--- config.mk ---
export PLATFORM = sky130hd
export DESIGN_NAME = led_status_ctrl
export DESIGN_NICKNAME = d
export VERILOG_FILES = /design/src/hdl/led_status_pkg.sv /design/src/hdl/led_stretch.sv /design/src/hdl/led_status_ctrl.sv
export SDC_FILE = /design/constraint.sdc
export NUM_CORES = 1
export LEC_CHECK = 0
export BUFFER_PORTS_ARGS = -buffer_cell sky130_fd_sc_hd__buf_2
export CAP_MARGIN = 5
export CELL_PAD_IN_SITES_DETAIL_PLACEMENT = 0
export CELL_PAD_IN_SITES_GLOBAL_PLACEMENT = 1
export CORE_MARGIN = 1
export CORE_UTILIZATION = 30
export CTS_BUF_LIST = sky130_fd_sc_hd__clkbuf_16
export DETAILED_ROUTE_END_ITERATION = 7
export PLACE_DENSITY = 0.69
export SLEW_MARGIN = 10
export SYNTH_ARGS = -nofsm -noshare
export SYNTH_HDL_FRONTEND = slang
export SYNTH_HIERARCHICAL = 1
export SYNTH_SLANG_ARGS = --single-unit
--- constraint.sdc ---
create_clock -name i_ref_clk -period 3.23 [get_ports i_ref_clk]
set_input_delay 0.646 -clock i_ref_clk [delete_from_list [all_inputs] [get_ports i_ref_clk]]
set_output_delay 0.646 -clock i_ref_clk [all_outputs]
set_load 0.05 [all_outputs]
--- src/hdl/led_status_pkg.sv ---
// Purpose : constants for the network status LED block
// Assumes : 16-bit registers on a plain strobe port, 100 MHz clock
// Notes   : offsets are register indices, one per word
//
// Summary of operation
// - link bit reads one when link LED lit
// - mask link LED when any LED enables full-duplex link, on twisted pair with duplex enable set, attachment duplex clear
// - link register low bits written zero, undefined
// - first LED shows OR of enabled functions
// - first LED resets to receive, stretch on
// - bit 15 shows unstretched OR of functions
// - wake enable lights LED after wake packet
// - twisted pair: link pass and duplex enable
// - attachment port: duplex enable and its duplex
// - serial port: duplex enable alone
// - bit 7 enables pulse stretching
// - reserved bit 6 reads and writes zero
// - bit 5 limits receive to address matches
// - bit 4 adds transmit activity
// - bit 3 adds good receive polarity
// - bit 2 adds receive activity
// - bit 1 adds jabber condition
// - bit 0 adds collision activity
// - second LED resets to polarity, stretch on
// - bit 14 sets second LED active level
// - second LED pin level follows polarity table
package led_status_pkg;

    // *************************************************
    // register indices
    // *************************************************
    localparam logic [3:0] REG_LINK_STATUS = 4'h0; // link status, read only
    localparam logic [3:0] REG_FIRST_ACTIVITY_PIN_SEL    = 4'h1; // first LED selector
    localparam logic [3:0] REG_SECOND_ACTIVITY_PIN_SEL    = 4'h2; // second LED selector
    localparam logic [3:0] REG_DUPLEX_CFG  = 4'h3; // duplex configuration

    // *************************************************
    // selector field positions
    // *************************************************
    localparam int BIT_OUT_STATE = 15; // unstretched state, read only
    localparam int BIT_INVERT    = 14; // second LED only
    localparam int BIT_WAKE      = 9;
    localparam int BIT_FDLS      = 8;
    localparam int BIT_PSE       = 7;
    localparam int BIT_ADDR_M    = 5;
    localparam int BIT_XMT       = 4;
    localparam int BIT_POL       = 3;
    localparam int BIT_RCV       = 2;
    localparam int BIT_JAB       = 1;
    localparam int BIT_COL       = 0;
    localparam int BIT_LINK_GOOD = 15; // in link status register
    localparam int BIT_DUP_EN    = 0;  // in duplex configuration
    localparam int BIT_AUI_DUP   = 1;

    // *************************************************
    // writable masks and reset values
    // *************************************************
    localparam logic [15:0] FIRST_ACTIVITY_PIN_WR_MASK = 16'h03bf;
    localparam logic [15:0] SECOND_ACTIVITY_PIN_WR_MASK = 16'h43bf;
    localparam logic [15:0] DUP_WR_MASK  = 16'h0003;
    localparam logic [15:0] FIRST_ACTIVITY_PIN_RESET   = 16'h0084;
    localparam logic [15:0] SECOND_ACTIVITY_PIN_RESET   = 16'h0088;
    localparam logic [15:0] DUP_RESET    = 16'h0000;

    // *************************************************
    // port selection and timing
    // *************************************************
    typedef enum logic [1:0] {
        PORT_TP   = 2'h0,
        PORT_AUI  = 2'h1,
        PORT_GENERAL_SERIAL_PORT = 2'h2
    } port_sel_t;

    localparam int CLK_MHZ        = 100;
    localparam int STRETCH_TIME_US = 100; // led on-time after last event
    localparam int STRETCH_CYCLES = STRETCH_TIME_US * CLK_MHZ;
    localparam int CNT_W          = 16;

endpackage : led_status_pkg

--- src/hdl/led_stretch.sv ---
// Purpose : pulse stretcher for one LED function
// Assumes : function input is synchronous to i_ref_clk
// Notes   : output is a flip-flop
`timescale 1ns/1ps
module led_stretch #(
    parameter int unsigned HOLD = 100
) (
    // clock and reset
    input  wire logic i_ref_clk,
    input  wire logic i_rst,
    // function in
    input  wire logic i_func,
    input  wire logic i_enable,
    // stretched out
    output logic      o_led
);

    logic [led_status_pkg::CNT_W-1:0] cnt_q; // remaining hold cycles
    logic [led_status_pkg::CNT_W-1:0] cnt_d;
    logic                             led_d;

    // *************************************************
    // hold counter
    // *************************************************
    // reload on every occurrence, run down afterwards
    assign cnt_d = (i_func && i_enable) ? led_status_pkg::CNT_W'(HOLD) :
                   (cnt_q != '0) ? cnt_q - 1'b1 : cnt_q;
    // stretching off clears the hold at once
    assign led_d = i_func || (i_enable && cnt_q != '0);

    // state register
    always_ff @(posedge i_ref_clk or posedge i_rst) begin
        if (i_rst) begin
            cnt_q <= '0;
            o_led <= 1'b0;
        end else begin
            cnt_q <= i_enable ? cnt_d : '0;
            o_led <= led_d;
        end
    end

endmodule : led_stretch

--- src/hdl/led_status_ctrl.sv ---
// Purpose : status LED control: link LED and two selectable activity LEDs
// Assumes : network status inputs come from logic on i_ref_clk
// Notes   : pins are active low except second LED when inverted
`timescale 1ns/1ps
module led_status_ctrl #(
    parameter int unsigned STRETCH_CYCLES = led_status_pkg::STRETCH_CYCLES
) (
    // clock and reset
    input  wire logic        i_ref_clk,
    input  wire logic        i_rst,
    // register port
    input  wire logic [3:0]  i_addr,
    input  wire logic [15:0] i_wr_data,
    input  wire logic        i_wr_en,
    input  wire logic        i_rd_en,
    output logic      [15:0] o_rd_data,
    // network status, same clock domain
    input  wire logic [1:0]  i_port_sel,
    input  wire logic        i_link_pass,
    input  wire logic        i_rx_act,
    input  wire logic        i_rx_addr_match,
    input  wire logic        i_tx_act,
    input  wire logic        i_rx_pol_good,
    input  wire logic        i_jabber,
    input  wire logic        i_collision,
    input  wire logic        i_wake_rx,
    input  wire logic        i_led3_fdls_en,
    // led pins
    output logic             o_link_indicator_pin_n,
    output logic             o_first_activity_pin_n,
    output logic             o_second_activity_pin
);

    // *************************************************
    // registers and wires
    // *************************************************
    logic [15:0] sel_q [2];      // led selectors, index 0 first
    logic [15:0] dup_q;          // duplex configuration
    logic [15:0] rd_data_d;      // read mux result
    logic        wake_seen_q;    // wake packet received
    logic        func [2];       // unstretched OR per led
    logic        led_on [2];     // stretched state per led
    logic        link_on;        // link indicator asserted
    logic        link_mask;      // link indicator masked
    logic        fdl_status;     // full-duplex link function
    logic        any_fdls;       // any selector shows duplex link
    logic        dup_en;         // duplex enable bit
    logic        aui_dup;        // attachment port duplex bit
    logic        port_tp;        // twisted pair active
    logic        port_aui;       // attachment port active
    logic        port_general_serial_port;      // serial port active
    logic        wr_first_activity_pin;        // write decode
    logic        wr_second_activity_pin;
    logic        wr_dup;
    logic        wake_clr;       // wake latch clear request
    logic        link_pin_d;     // pin next values
    logic        first_activity_pin_pin_d;
    logic        second_activity_pin_pin_d;

    // *************************************************
    // decode
    // *************************************************
    assign wr_first_activity_pin   = i_wr_en && (i_addr == led_status_pkg::REG_FIRST_ACTIVITY_PIN_SEL);
    assign wr_second_activity_pin   = i_wr_en && (i_addr == led_status_pkg::REG_SECOND_ACTIVITY_PIN_SEL);
    assign wr_dup    = i_wr_en && (i_addr == led_status_pkg::REG_DUPLEX_CFG);
    assign dup_en    = dup_q[led_status_pkg::BIT_DUP_EN];
    assign aui_dup   = dup_q[led_status_pkg::BIT_AUI_DUP];
    assign port_tp   = (i_port_sel == led_status_pkg::PORT_TP);
    assign port_aui  = (i_port_sel == led_status_pkg::PORT_AUI);
    assign port_general_serial_port = (i_port_sel == led_status_pkg::PORT_GENERAL_SERIAL_PORT);

    // *************************************************
    // full-duplex link function
    // *************************************************
    // one status shared by every selector that enables it
    assign fdl_status = (port_tp && i_link_pass && dup_en)
                     || (port_aui && dup_en && aui_dup)
                     || (port_general_serial_port && dup_en);

    // *************************************************
    // link indicator
    // *************************************************
    assign any_fdls  = sel_q[0][led_status_pkg::BIT_FDLS]
                    || sel_q[1][led_status_pkg::BIT_FDLS]
                    || i_led3_fdls_en;
    // lets a board show half and full duplex links on separate LEDs
    assign link_mask = port_tp && dup_en && !aui_dup && any_fdls;
    assign link_on   = i_link_pass && !link_mask;

    // *************************************************
    // per-led function OR
    // *************************************************
    genvar g;
    generate
        for (g = 0; g < 2; g++) begin : g_led
            logic rx_qual; // receive activity after address filter
            // address filter only narrows receive indications
            assign rx_qual = i_rx_act
                && (!sel_q[g][led_status_pkg::BIT_ADDR_M] || i_rx_addr_match);
            // several sources may be on together
            assign func[g] =
                   (sel_q[g][led_status_pkg::BIT_WAKE] && wake_seen_q)
                || (sel_q[g][led_status_pkg::BIT_FDLS] && fdl_status)
                || (sel_q[g][led_status_pkg::BIT_XMT]  && i_tx_act)
                || (sel_q[g][led_status_pkg::BIT_POL]  && i_rx_pol_good)
                || (sel_q[g][led_status_pkg::BIT_RCV]  && rx_qual)
                || (sel_q[g][led_status_pkg::BIT_JAB]  && i_jabber)
                || (sel_q[g][led_status_pkg::BIT_COL]  && i_collision);

            // stretcher per led
            led_stretch #(
                .HOLD     (STRETCH_CYCLES)
            ) u_stretch (
                .i_ref_clk(i_ref_clk),
                .i_rst    (i_rst),
                .i_func   (func[g]),
                .i_enable (sel_q[g][led_status_pkg::BIT_PSE]),
                .o_led    (led_on[g])
            );
        end
    endgenerate

    // *************************************************
    // selector and configuration registers
    // *************************************************
    // writes keep only writable bits, reserved stay zero
    always_ff @(posedge i_ref_clk or posedge i_rst) begin
        if (i_rst) begin
            sel_q[0] <= led_status_pkg::FIRST_ACTIVITY_PIN_RESET;
            sel_q[1] <= led_status_pkg::SECOND_ACTIVITY_PIN_RESET;
            dup_q    <= led_status_pkg::DUP_RESET;
        end else begin
            if (wr_first_activity_pin) begin
                sel_q[0] <= i_wr_data & led_status_pkg::FIRST_ACTIVITY_PIN_WR_MASK;
            end
            if (wr_second_activity_pin) begin
                sel_q[1] <= i_wr_data & led_status_pkg::SECOND_ACTIVITY_PIN_WR_MASK;
            end
            if (wr_dup) begin
                dup_q <= i_wr_data & led_status_pkg::DUP_WR_MASK;
            end
        end
    end

    // *************************************************
    // wake packet latch
    // *************************************************
    // cleared when no selector enables it any longer
    assign wake_clr = !sel_q[0][led_status_pkg::BIT_WAKE]
                   && !sel_q[1][led_status_pkg::BIT_WAKE];

    // set wins over clear so no packet is lost
    always_ff @(posedge i_ref_clk or posedge i_rst) begin
        if (i_rst) begin
            wake_seen_q <= 1'b0;
        end else if (i_wake_rx) begin
            wake_seen_q <= 1'b1;
        end else if (wake_clr) begin
            wake_seen_q <= 1'b0;
        end
    end

    // *************************************************
    // read mux
    // *************************************************
    // link register low bits read as zero, software must not rely on it
    always_comb begin
        rd_data_d = 16'h0000;
        case (i_addr)
            led_status_pkg::REG_LINK_STATUS: begin
                rd_data_d[led_status_pkg::BIT_LINK_GOOD] = link_on;
            end
            led_status_pkg::REG_FIRST_ACTIVITY_PIN_SEL: begin
                rd_data_d = sel_q[0];
                rd_data_d[led_status_pkg::BIT_OUT_STATE] = func[0];
            end
            led_status_pkg::REG_SECOND_ACTIVITY_PIN_SEL: begin
                rd_data_d = sel_q[1];
                rd_data_d[led_status_pkg::BIT_OUT_STATE] = func[1];
            end
            led_status_pkg::REG_DUPLEX_CFG: begin
                rd_data_d = dup_q;
            end
            default: begin
                rd_data_d = 16'h0000; // unmapped reads zero
            end
        endcase
    end

    // read data only in the cycle after the strobe
    always_ff @(posedge i_ref_clk or posedge i_rst) begin
        if (i_rst) begin
            o_rd_data <= 16'h0000;
        end else begin
            o_rd_data <= i_rd_en ? rd_data_d : 16'h0000;
        end
    end

    // *************************************************
    // pin drivers
    // *************************************************
    assign link_pin_d = !link_on;
    assign first_activity_pin_pin_d = !led_on[0];
    // invert set: active high; clear: active low
    assign second_activity_pin_pin_d = sel_q[1][led_status_pkg::BIT_INVERT] ? led_on[1] : !led_on[1];

    // pins straight from flip-flops, all dark in reset
    always_ff @(posedge i_ref_clk or posedge i_rst) begin
        if (i_rst) begin
            o_link_indicator_pin_n <= 1'b1;
            o_first_activity_pin_n <= 1'b1;
            o_second_activity_pin  <= 1'b1;
        end else begin
            o_link_indicator_pin_n <= link_pin_d;
            o_first_activity_pin_n <= first_activity_pin_pin_d;
            o_second_activity_pin  <= second_activity_pin_pin_d;
        end
    end
endmodule : led_status_ctrl

==> impl_metrics.py, run 1 <==
metrics = {
    "timing": {
        "slew_violations": 0,
        "max_freq_mhz": 432,
        "setup_viol": 0,
        "period_share_pct": 71.7,
        "skew_ps": 7.50,
        "tightest_slew_ps": 789,
        "setup_ws_ps": 913,
        "slew_headroom_pct": 47.3,
        "grt_setup_unrepaired": "no",
        "whs_ps": 361,
        "fin_tns_setup_ps": 0,
        "finalHoldViolCount": 0,
        "period_needed_ps": 2320,
    },
    "synth": {
        "syn-cell-area_sq_mm": 0.00347,
        "synth_area_per_cell_sq_um": 10.4,
        "synth_seq_area_share_pct": 50.7,
        "synth_seq_cells": 70,
        "ys_warn_count": 6,
        "synth_ff_type": "dfrtp_1",
        "synthCells": 334,
        "ys_types": 52,
        "synth_edf_count": 0,
        "synth_async_sr_flop_share_pct": 100,
    },
    "clocking": {
        "cts_max_level": 3,
        "cts_buffer_depth": 2,
        "clkSinkCount": 70,
        "cts.hold.buffers_added": 0,
        "cts_made_buffers": 9,
        "ctsResizeCount": 0,
        "post_cts.repair.setup_buffers": 0,
        "path_clk_slew_ps": 60,
        "cts_tree": "done",
        "cts-root-buf": "clkbuf_16",
        "clk_latency_ps": 340,
    },
    "worst_setup_path": {
        "rr_endpoint": "g_led[0].u_stretch/cnt_q[6]",
        "end_kind": "flop",
        "r2r_setup_slack_ps": 910,
        "cp.arrival_ps": 2540,
        "required_ps": 3450,
        "critPathKind": "reg -> reg",
        "ff2ff_path_depth": 6,
        "crit_fanout": 11,
        "r2r-start": "g_led[0].u_stretch/cnt_q[0]",
        "critPathLaunchType": "flop",
    },
    "job": {
        "cap_viol_max_count": 0,
    },
    "min_path": {
        "worst_hold_path_type": "reg -> reg",
        "hold_path_depth": 1,
        "holdPathEnd": "o_first_activity_pin_n",
        "hold_start": "g_led[0].u_stretch/o_led",
    },
    "finish": {
        "nNetsFinal": 417,
        "layout-drive-gt1-share_pct": 26.5,
        "seq_area_sq_mm": 0.00176,
        "nFillCells": 1102,
        "mostFrequentLayoutCells": "63 x dfrtp_1, 42 x buf_2, 31 x nor2_1",
        "layout_commonest_cell": "dfrtp_1",
        "area_growth_pct": 20.4,
        "multi_input_area_sq_mm": 0.00161,
        "finalNonFillerCells": 525,
        "antennaDiodeCount": 0,
    },
    "drt": {
        "num_vias": 2646,
        "ant_nets": 0,
        "wl_per_cell_um": 14.8,
        "firstDrtPassIters": 4,
        "drc": 0,
        "drt_iter0_markers": 183,
        "via_per_inst": 5.04,
        "wl_um": 7750,
    },
    "global_route": {
        "grt_pass1_vias": 2563,
        "grt_first_pass_wirelength_um": 12600,
        "grt_max_degree": 37,
        "grt_overflow_total": 0,
        "antenna_found_initial": 0,
        "track_usage_pct": 14.0,
    },
    "floorplan": {
        "coreArea_sq_mm": 0.0111,
        "die_y_um": 110,
        "start_util_pct": 31.4,
        "fp.dieArea_sq_mm": 0.0120,
        "io_pins": 54,
        "chipWidth_um": 110,
        "rows": 38,
    },
    "power_and_ir_drop": {
        "power.density_mw_per_mm2": 876,
        "peakVddDrop_v": 0.000312,
        "p_leak_uw": 0.00192,
    },
    "placement": {
        "place_hpwl_um": 5410,
        "gp_congestion": 0.759,
        "dpl.cell_count": 509,
        "io_buffers": 42,
        "dp_slack_ps": 673,
    },
    "outcome": {
        "status": "complete, no violations",
    },
}
[where the power goes]
group,internal [uW],leakage (uW),switching (uW)
clock network,836,0.000180,382
registers,1080,0.000894,201
logic,472,0.000851,691
[sequential cells by signal (all words and copies together) (netlist names)]
signal and count:
wake_seen_q 1, o_first_activity_pin_n 1, o_link_indicator_pin_n 1, o_second_activity_pin 1, dup_q 2, g_led.u_stretch/o_led 2
o_rd_data 11, sel_q 19, g_led.u_stretch/cnt_q 32
[worst max-delay path, cell delays in order, from the launching register on]
cell and delay [ps]:
dfrtp_1 400, inv_1 90, ha_1 210, nor3b_1 670
and4_1 540, o311ai_0 200, o41ai_1 90
[synthesized netlist by cell type, drive strengths merged (8+ instances only)]
library cell  instances  area [sq um]
nor2b                 8          57.6
or3                  14          87.6
a22oi                12          90.1
a21oi                13          65.1
nand2                27           111
buf                   9          60.1
nor4                  8          75.1
o21ai                19          98.9
inv                  13          48.8
nor3                 11          55.1
dfrtp                63          1580
mux2                 23           259
nor2                 31           116
[how the worst max path moves through the flow]
stage,endpoint,slack [ps],startpoint,depth (start not counted)
2_1_floorplan,g_led[1].u_stretch/cnt_q[15],1190,i_port_sel[1],8
3_3_place_gp,g_led[0].u_stretch/cnt_q[15],690,i_tx_act,7
3_5_place_dp,g_led[0].u_stretch/cnt_q[15],670,i_tx_act,7
4_1_cts,g_led[1].u_stretch/cnt_q[6],950,g_led[1].u_stretch/cnt_q[0],6
5_1_grt,g_led[0].u_stretch/cnt_q[3],740,g_led[0].u_stretch/cnt_q[0],6
6_report,g_led[0].u_stretch/cnt_q[6],910,g_led[0].u_stretch/cnt_q[0],6
[routing by layer]
layer	track usage, %	part of all wire (%)	routed length (um)
met5	0	0	0
met4	4.19	0.68	53
met3	5.28	3.7	290
met2	21.5	46	3560
met1	18.4	50	3840
[metrics by stage]
stage,util (%),instance area (sq um),total power (uW)
after floorplan,-,3490,2190
after global placement,34.4,3810,2440
after detailed placement,34.4,3810,2450
after CTS,37.7,4180,3700
after global routing,37.7,4180,3900
final,37.7,4180,3660
[logic make-up after synthesis]
| group | count (synthesis) | share of synthesized area (%) |
|---|---|---|
| xor+xnor | 7 | 1.77 |
| mux | 25 | 8.03 |
| fa+ha+maj | 2 | 0.720 |
| simple gates | 133 | 21.8 |
| other cells | 1 | 0.108 |
| compound gates | 71 | 13.4 |
| flops | 70 | 50.7 |
| buf+inv | 25 | 3.46 |
[final cells by class]
cell class | instances | area share, %
inverters | 13 | 1.17
flip-flops and latches | 70 | 42.1
well taps | 140 | 4.19
repair buffers | 43 | 5.21
clock buffers | 9 | 5.39
multi-input cells | 243 | 38.4
clock inverters | 7 | 3.50
Note: power is estimated with default switching activity, not from simulation.
==> inputs of run 2 (changes only) <==
- clock period: 3.23 -> 2.2 ns (I/O delays scaled with it)
==> impl_metrics.py, run 2 (synthesis gave the netlist of run 1 again) <==
metrics = {
    "floorplan": {
        "fp.dieArea_sq_mm": 0.0120,
        "io_pins": 54,
        "die_y_um": 110,
        "rows": 38,
        "start_util_pct": 31.4,
        "coreArea_sq_mm": 0.0111,
        "chipWidth_um": 110,
    },
    "finish": {
        "largest_reg_flops": 32,
        "mostFrequentLayoutCells": "63 x dfrtp_1, 42 x buf_2, 31 x nor2_1",
        "layout-drive-gt1-share_pct": 29.3,
        "nNetsFinal": 432,
        "seq_area_sq_mm": 0.00176,
        "nFillCells": 1108,
        "area_growth_pct": 22.1,
        "top_register": "g_led.u_stretch/cnt_q",
        "multi_input_area_sq_mm": 0.00161,
        "layout_commonest_cell": "dfrtp_1",
        "largestRegisters": "g_led.u_stretch/cnt_q (32), sel_q (19), o_rd_data (11)",
        "final_core_util_pct": 38.3,
        "antennaDiodeCount": 0,
    },
    "timing": {
        "skew_ps": 3.68,
        "slew_violations": 0,
        "period_needed_ps": 1960,
        "period_share_pct": 89.1,
        "setup_viol": 0,
        "finalHoldViolCount": 0,
        "grt_setup_unrepaired": "no",
        "tightest_slew_ps": 678,
        "fin_tns_setup_ps": 0,
        "slew_headroom_pct": 54.7,
        "max_freq_mhz": 510,
    },
    "clocking": {
        "cts.hold.buffers_added": 0,
        "clk_latency_ps": 330,
        "cts-root-buf": "clkbuf_16",
        "path_clk_slew_ps": 50,
        "clkSinkCount": 70,
        "cts_max_level": 3,
        "post_cts.repair.setup_buffers": 0,
        "cts_tree": "done",
        "ctsResizeCount": 0,
        "cts_made_buffers": 9,
        "cts_buffer_depth": 2,
    },
    "placement": {
        "place_hpwl_um": 5660,
        "gp_congestion": 0.768,
        "io_buffers": 42,
    },
    "drt": {
        "num_vias": 2734,
        "drt_iter0_markers": 146,
        "drc": 0,
        "wl_per_cell_um": 14.8,
        "firstDrtPassIters": 4,
        "wl_um": 7990,
        "via_per_inst": 5.06,
        "ant_nets": 0,
    },
    "global_route": {
        "grt_first_pass_wirelength_um": 12900,
        "grt_use_met1_pct": 19.1,
        "grt_overflow_total": 0,
        "gr-usage-met2_pct": 21.9,
        "antenna_found_initial": 0,
        "grt_pass1_vias": 2639,
        "grt_max_degree": 37,
        "grt_util_met3_pct": 5.10,
        "track_usage_pct": 14.3,
        "grt_busiest_layer": "met2",
    },
    "worst_setup_path": {
        "slowest_stage": "or4_4",
        "required_ps": 2450,
        "critPathLaunchType": "flop",
        "crit_fanout": 6,
        "critPathMaxStageDelay_ps": 570,
        "end_kind": "flop",
        "critPathKind": "reg -> reg",
        "cp.arrival_ps": 2210,
        "crit_chain": "or4_4 -> or3_1 -> or3_1 -> a31oi_1",
        "crit_path_frequent_cell": "or3_1",
    },
    "min_path": {
        "worst_hold_path_type": "in -> async",
    },
    "power_and_ir_drop": {
        "peakVddDrop_v": 0.000667,
        "power.density_mw_per_mm2": 1250,
        "p_leak_uw": 0.00197,
    },
    "job": {
        "cap_viol_max_count": 0,
    },
    "outcome": {
        "status": "complete, no violations",
    },
}
==> run 2: path summary, 6_finish.rpt <==
| check | start | slack (ps) | cells past startpoint | endpoint |
|---|---|---|---|---|
| max | g_led[0].u_stretch/cnt_q[3] | 240 | 4 | g_led[0].u_stretch/cnt_q[9] |
| min | i_rst | 230 | 2 | g_led[0].u_stretch/cnt_q[5] |
| max reg2reg | g_led[0].u_stretch/cnt_q[3] | 240 | 4 | g_led[0].u_stretch/cnt_q[9] |
| min reg2reg | g_led[0].u_stretch/o_led | 350 | 1 | o_first_activity_pin_n |
| max in group asynchronous | i_rst | 1520 | 2 | g_led[1].u_stretch/cnt_q[1] |
| min in group i_ref_clk | i_link_pass | 280 | 2 | o_link_indicator_pin_n |
==> run 2: cell type report <==
class	count	share of cell area [%]
clock buffers	9	5.31
inverters	13	1.15
multi-input cells	243	38.0
flip-flops and latches	70	41.5
clock inverters	7	2.09
well taps	140	4.13
repair buffers	58	7.79
==> run 2: where the power goes <==
part,internal (uW),switching (uW)
logic,826,1060
clock network,983,532
registers,1590,304
total,3400,1900
==> run 2: stage by stage <==
| step | hold slack [ps] | total power [uW] | cell area [sq um] | cells | worst slack [ps] |
|---|---|---|---|---|---|
| floorplan | 337 | 3220 | 3490 | 338 | 350 |
| global placement | 354 | 3740 | 3920 | 524 | 98.9 |
| detailed placement | 354 | 3760 | 3920 | 524 | 42.1 |
| CTS | 252 | 5330 | 4240 | 540 | 181 |
| global route | 266 | 5650 | 4240 | 540 | 80.7 |
| finish | 232 | 5290 | 4240 | 540 | 240 |
==> run 2: critical path, delay by kind of cell (launching register included) <==
kind / cells / cell delay, ps
compound gates: 1 / 170
flops: 1 / 430
simple gates: 3 / 1270
==> run 2: routing by layer <==
metal	share of wire (%)	routed length, um	vias up
met5	0	0	-
met1	48	3870	1327
met2	46	3710	61
met3	4.4	355	4
met4	0.74	59	0
li1	-	-	1342
==> inputs of run 3 (changes only) <==
- ABC_AREA: default -> 1
- ABC_CLOCK_PERIOD_IN_PS: default -> 2200
- PLACE_DENSITY: 0.69 -> 0.71
- SYNTH_HIERARCHICAL: 1 -> default
==> impl_metrics.py, run 3 <==
metrics = {
    "drt": {
        "wl_per_cell_um": 12.1,
        "drt-met1-wl_um": 3590,
        "wl_met3_um": 274,
        "wl_um": 7340,
        "firstDrtPassIters": 5,
        "drt_iter0_markers": 145,
        "ant_nets": 0,
        "route.met2.wl_um": 3400,
        "top_layer": "met4",
        "drc": 0,
        "num_vias": 2707,
        "via_per_inst": 4.47,
    },
    "synth": {
        "synth_top_area_share_pct": 45.3,
        "synthCells": 412,
        "synth_async_sr_flop_share_pct": 100,
        "yosys.area_share.adder_pct": 0.719,
        "yosysMostFrequentCell": "nand2_1",
        "synth_area_leaders": "dfrtp_1 45%, nand2_1 11%, dfstp_2 5.3%, xor2_1 4.8%, inv_1 4.6%",
        "ys_types": 35,
        "muxShareOfSynthArea_pct": 0.324,
        "synth_compound_area_share_pct": 7.59,
        "ys_warn_count": 0,
        "synth_area_per_cell_sq_um": 8.45,
        "synth_seq_cells": 70,
        "synth-xor-area-share_pct": 5.79,
        "yosys.area.top_type": "dfrtp_1",
        "synth_top_family_by_area": "simple AND/OR/NAND/NOR gates",
        "synth_seq_area_share_pct": 50.6,
        "synth_ff_type": "dfrtp_1",
        "synth_common_cells": "100 x nand2_1, 63 x dfrtp_1, 43 x inv_1",
        "synth_edf_count": 0,
        "synthSimpleGateAreaFrac_pct": 27.4,
        "syn-cell-area_sq_mm": 0.00348,
    },
    "clocking": {
        "cts.hold.buffers_added": 0,
        "clk_latency_ps": 330,
        "cts_buffer_depth": 2,
        "cts_tree": "done",
        "path_clk_slew_ps": 60,
        "clkSinkCount": 70,
        "cts-root-buf": "clkbuf_16",
        "cts_made_buffers": 9,
        "ctsResizeCount": 0,
        "cts_max_level": 3,
        "post_cts.repair.setup_buffers": 0,
    },
    "placement": {
        "io_buffers": 42,
        "dpl.cell_count": 590,
        "gp_congestion": 0.765,
        "place_hpwl_um": 5110,
    },
    "finish": {
        "area_growth_pct": 19.6,
        "nNetsFinal": 498,
        "layout-drive-gt1-share_pct": 23.2,
        "finalNonFillerCells": 606,
        "layout_commonest_cell": "nand2_1",
        "top_register": "g_led.u_stretch.cnt_q",
        "largestRegisters": "g_led.u_stretch.cnt_q (32), sel_q (19), o_rd_data (11)",
        "mostFrequentLayoutCells": "100 x nand2_1, 63 x dfrtp_1, 42 x inv_1, 42 x nor2_1, 42 x buf_2",
        "largest_reg_flops": 32,
        "antennaDiodeCount": 0,
        "final_core_util_pct": 37.6,
    },
    "worst_setup_path": {
        "crit_path_frequent_cell": "nand2_1",
        "crit_fanout": 7,
        "r2r_setup_slack_ps": 580,
        "path_delay_family": "simple AND/OR/NAND/NOR gates",
        "critPathMaxStageDelay_ps": 420,
        "path_buf_inv": 1,
        "slowest_stage": "dfrtp_1",
        "critPathLaunchType": "flop",
        "critPathKind": "reg -> reg",
        "cp.arrival_ps": 1840,
        "required_ps": 2420,
        "end_kind": "flop",
        "crit_chain": "inv_1 -> ha_1 -> nand2_1 -> nor2_2 -> nand3_4 -> nand2_2 -> nor2_1 -> nand2_1 -> nand2_1",
    },
    "timing": {
        "period_share_pct": 73.7,
        "grt_setup_unrepaired": "no",
        "setup_viol": 0,
        "fin_tns_setup_ps": 0,
        "finalHoldViolCount": 0,
        "skew_ps": 5.15,
        "slew_violations": 0,
        "period_needed_ps": 1620,
        "max_freq_mhz": 616,
    },
    "floorplan": {
        "fp.dieArea_sq_mm": 0.0120,
        "rows": 38,
        "die_y_um": 110,
        "chipWidth_um": 110,
        "start_util_pct": 31.4,
        "coreArea_sq_mm": 0.0111,
        "io_pins": 54,
    },
    "job": {
        "cap_viol_max_count": 0,
    },
    "global_route": {
        "grt_first_pass_wirelength_um": 12900,
        "grt_pass1_vias": 2645,
        "grt_max_degree": 71,
        "track_usage_pct": 14.1,
        "antenna_found_initial": 0,
        "grt_overflow_total": 0,
    },
    "power_and_ir_drop": {
        "peakVddDrop_v": 0.000516,
        "power.density_mw_per_mm2": 1280,
        "p_leak_uw": 0.00211,
    },
    "min_path": {
        "worst_hold_path_type": "in -> async",
    },
    "outcome": {
        "status": "complete, no violations",
    },
}
-- run 3: kinds of logic (layout without fill, tap and decap cells) --
logic type      after synthesis  in the layout
other cells                   1              5
flops                        70             70
simple gates                204            204
fa+ha+maj                     2              2
buf+inv                      62            112
xor+xnor                     23             23
mux                           1              1
compound gates               49             49
-- run 3: cell type report --
class | instances | area (sq um)
fill | 1144 | 6920
sequential | 70 | 1760
multi-input combinational | 284 | 1470
timing repair buffer | 44 | 238
clock buffer | 9 | 225
inverter | 52 | 200
tap | 140 | 175
clock inverter | 7 | 88.8
-- run 3: layer usage --
metal / global-route usage, % / vias to the layer above
met2: 22.2 / 54
met3: 3.20 / 8
met4: 4.48 / 0
met5: 0 / -
met1: 19.1 / 1262
li1: - / 1383
-- run 3: where the power goes --
part / switching, uW / total, uW / internal, uW
logic: 1270 / 1980 / 713
clock network: 551 / 1530 / 984
registers: 234 / 1820 / 1590
-- run 3: metrics by stage --
step                hold WS, ps  setup slack, ps  total power, uW  cell area (sq um)
finish                      192              578             5340               4160
global route                224              437             5760               4160
CTS                         214              553             5390               4160
detailed placement          400              445             3830               3850
global placement            396              470             3810               3850
floorplan                   337             3.37             3440               3490
-- run 3: worst paths after layout --
kind | from | endpoint | depth (start not counted)
worst max-delay path | g_led[1].u_stretch.cnt_q[0] | g_led[1].u_stretch.cnt_q[1] | 9
worst min-delay path | i_rst | g_led[0].u_stretch.cnt_q[3] | 3
worst max register to register | g_led[1].u_stretch.cnt_q[0] | g_led[1].u_stretch.cnt_q[1] | 9
worst min register to register | g_led[0].u_stretch.o_led | o_first_activity_pin_n | 1
max in group asynchronous | i_rst | sel_q[3] | 3
min in group i_ref_clk | i_link_pass | o_link_indicator_pin_n | 2
-- run 3: worst register-to-register path, stage by stage, from the launching register on --
cell	delay, ps
dfrtp_1	420
inv_1	120
ha_1	190
nand2_1	130
nor2_2	220
nand3_4	130
nand2_2	160
nor2_1	60
nand2_1	50
nand2_1	40
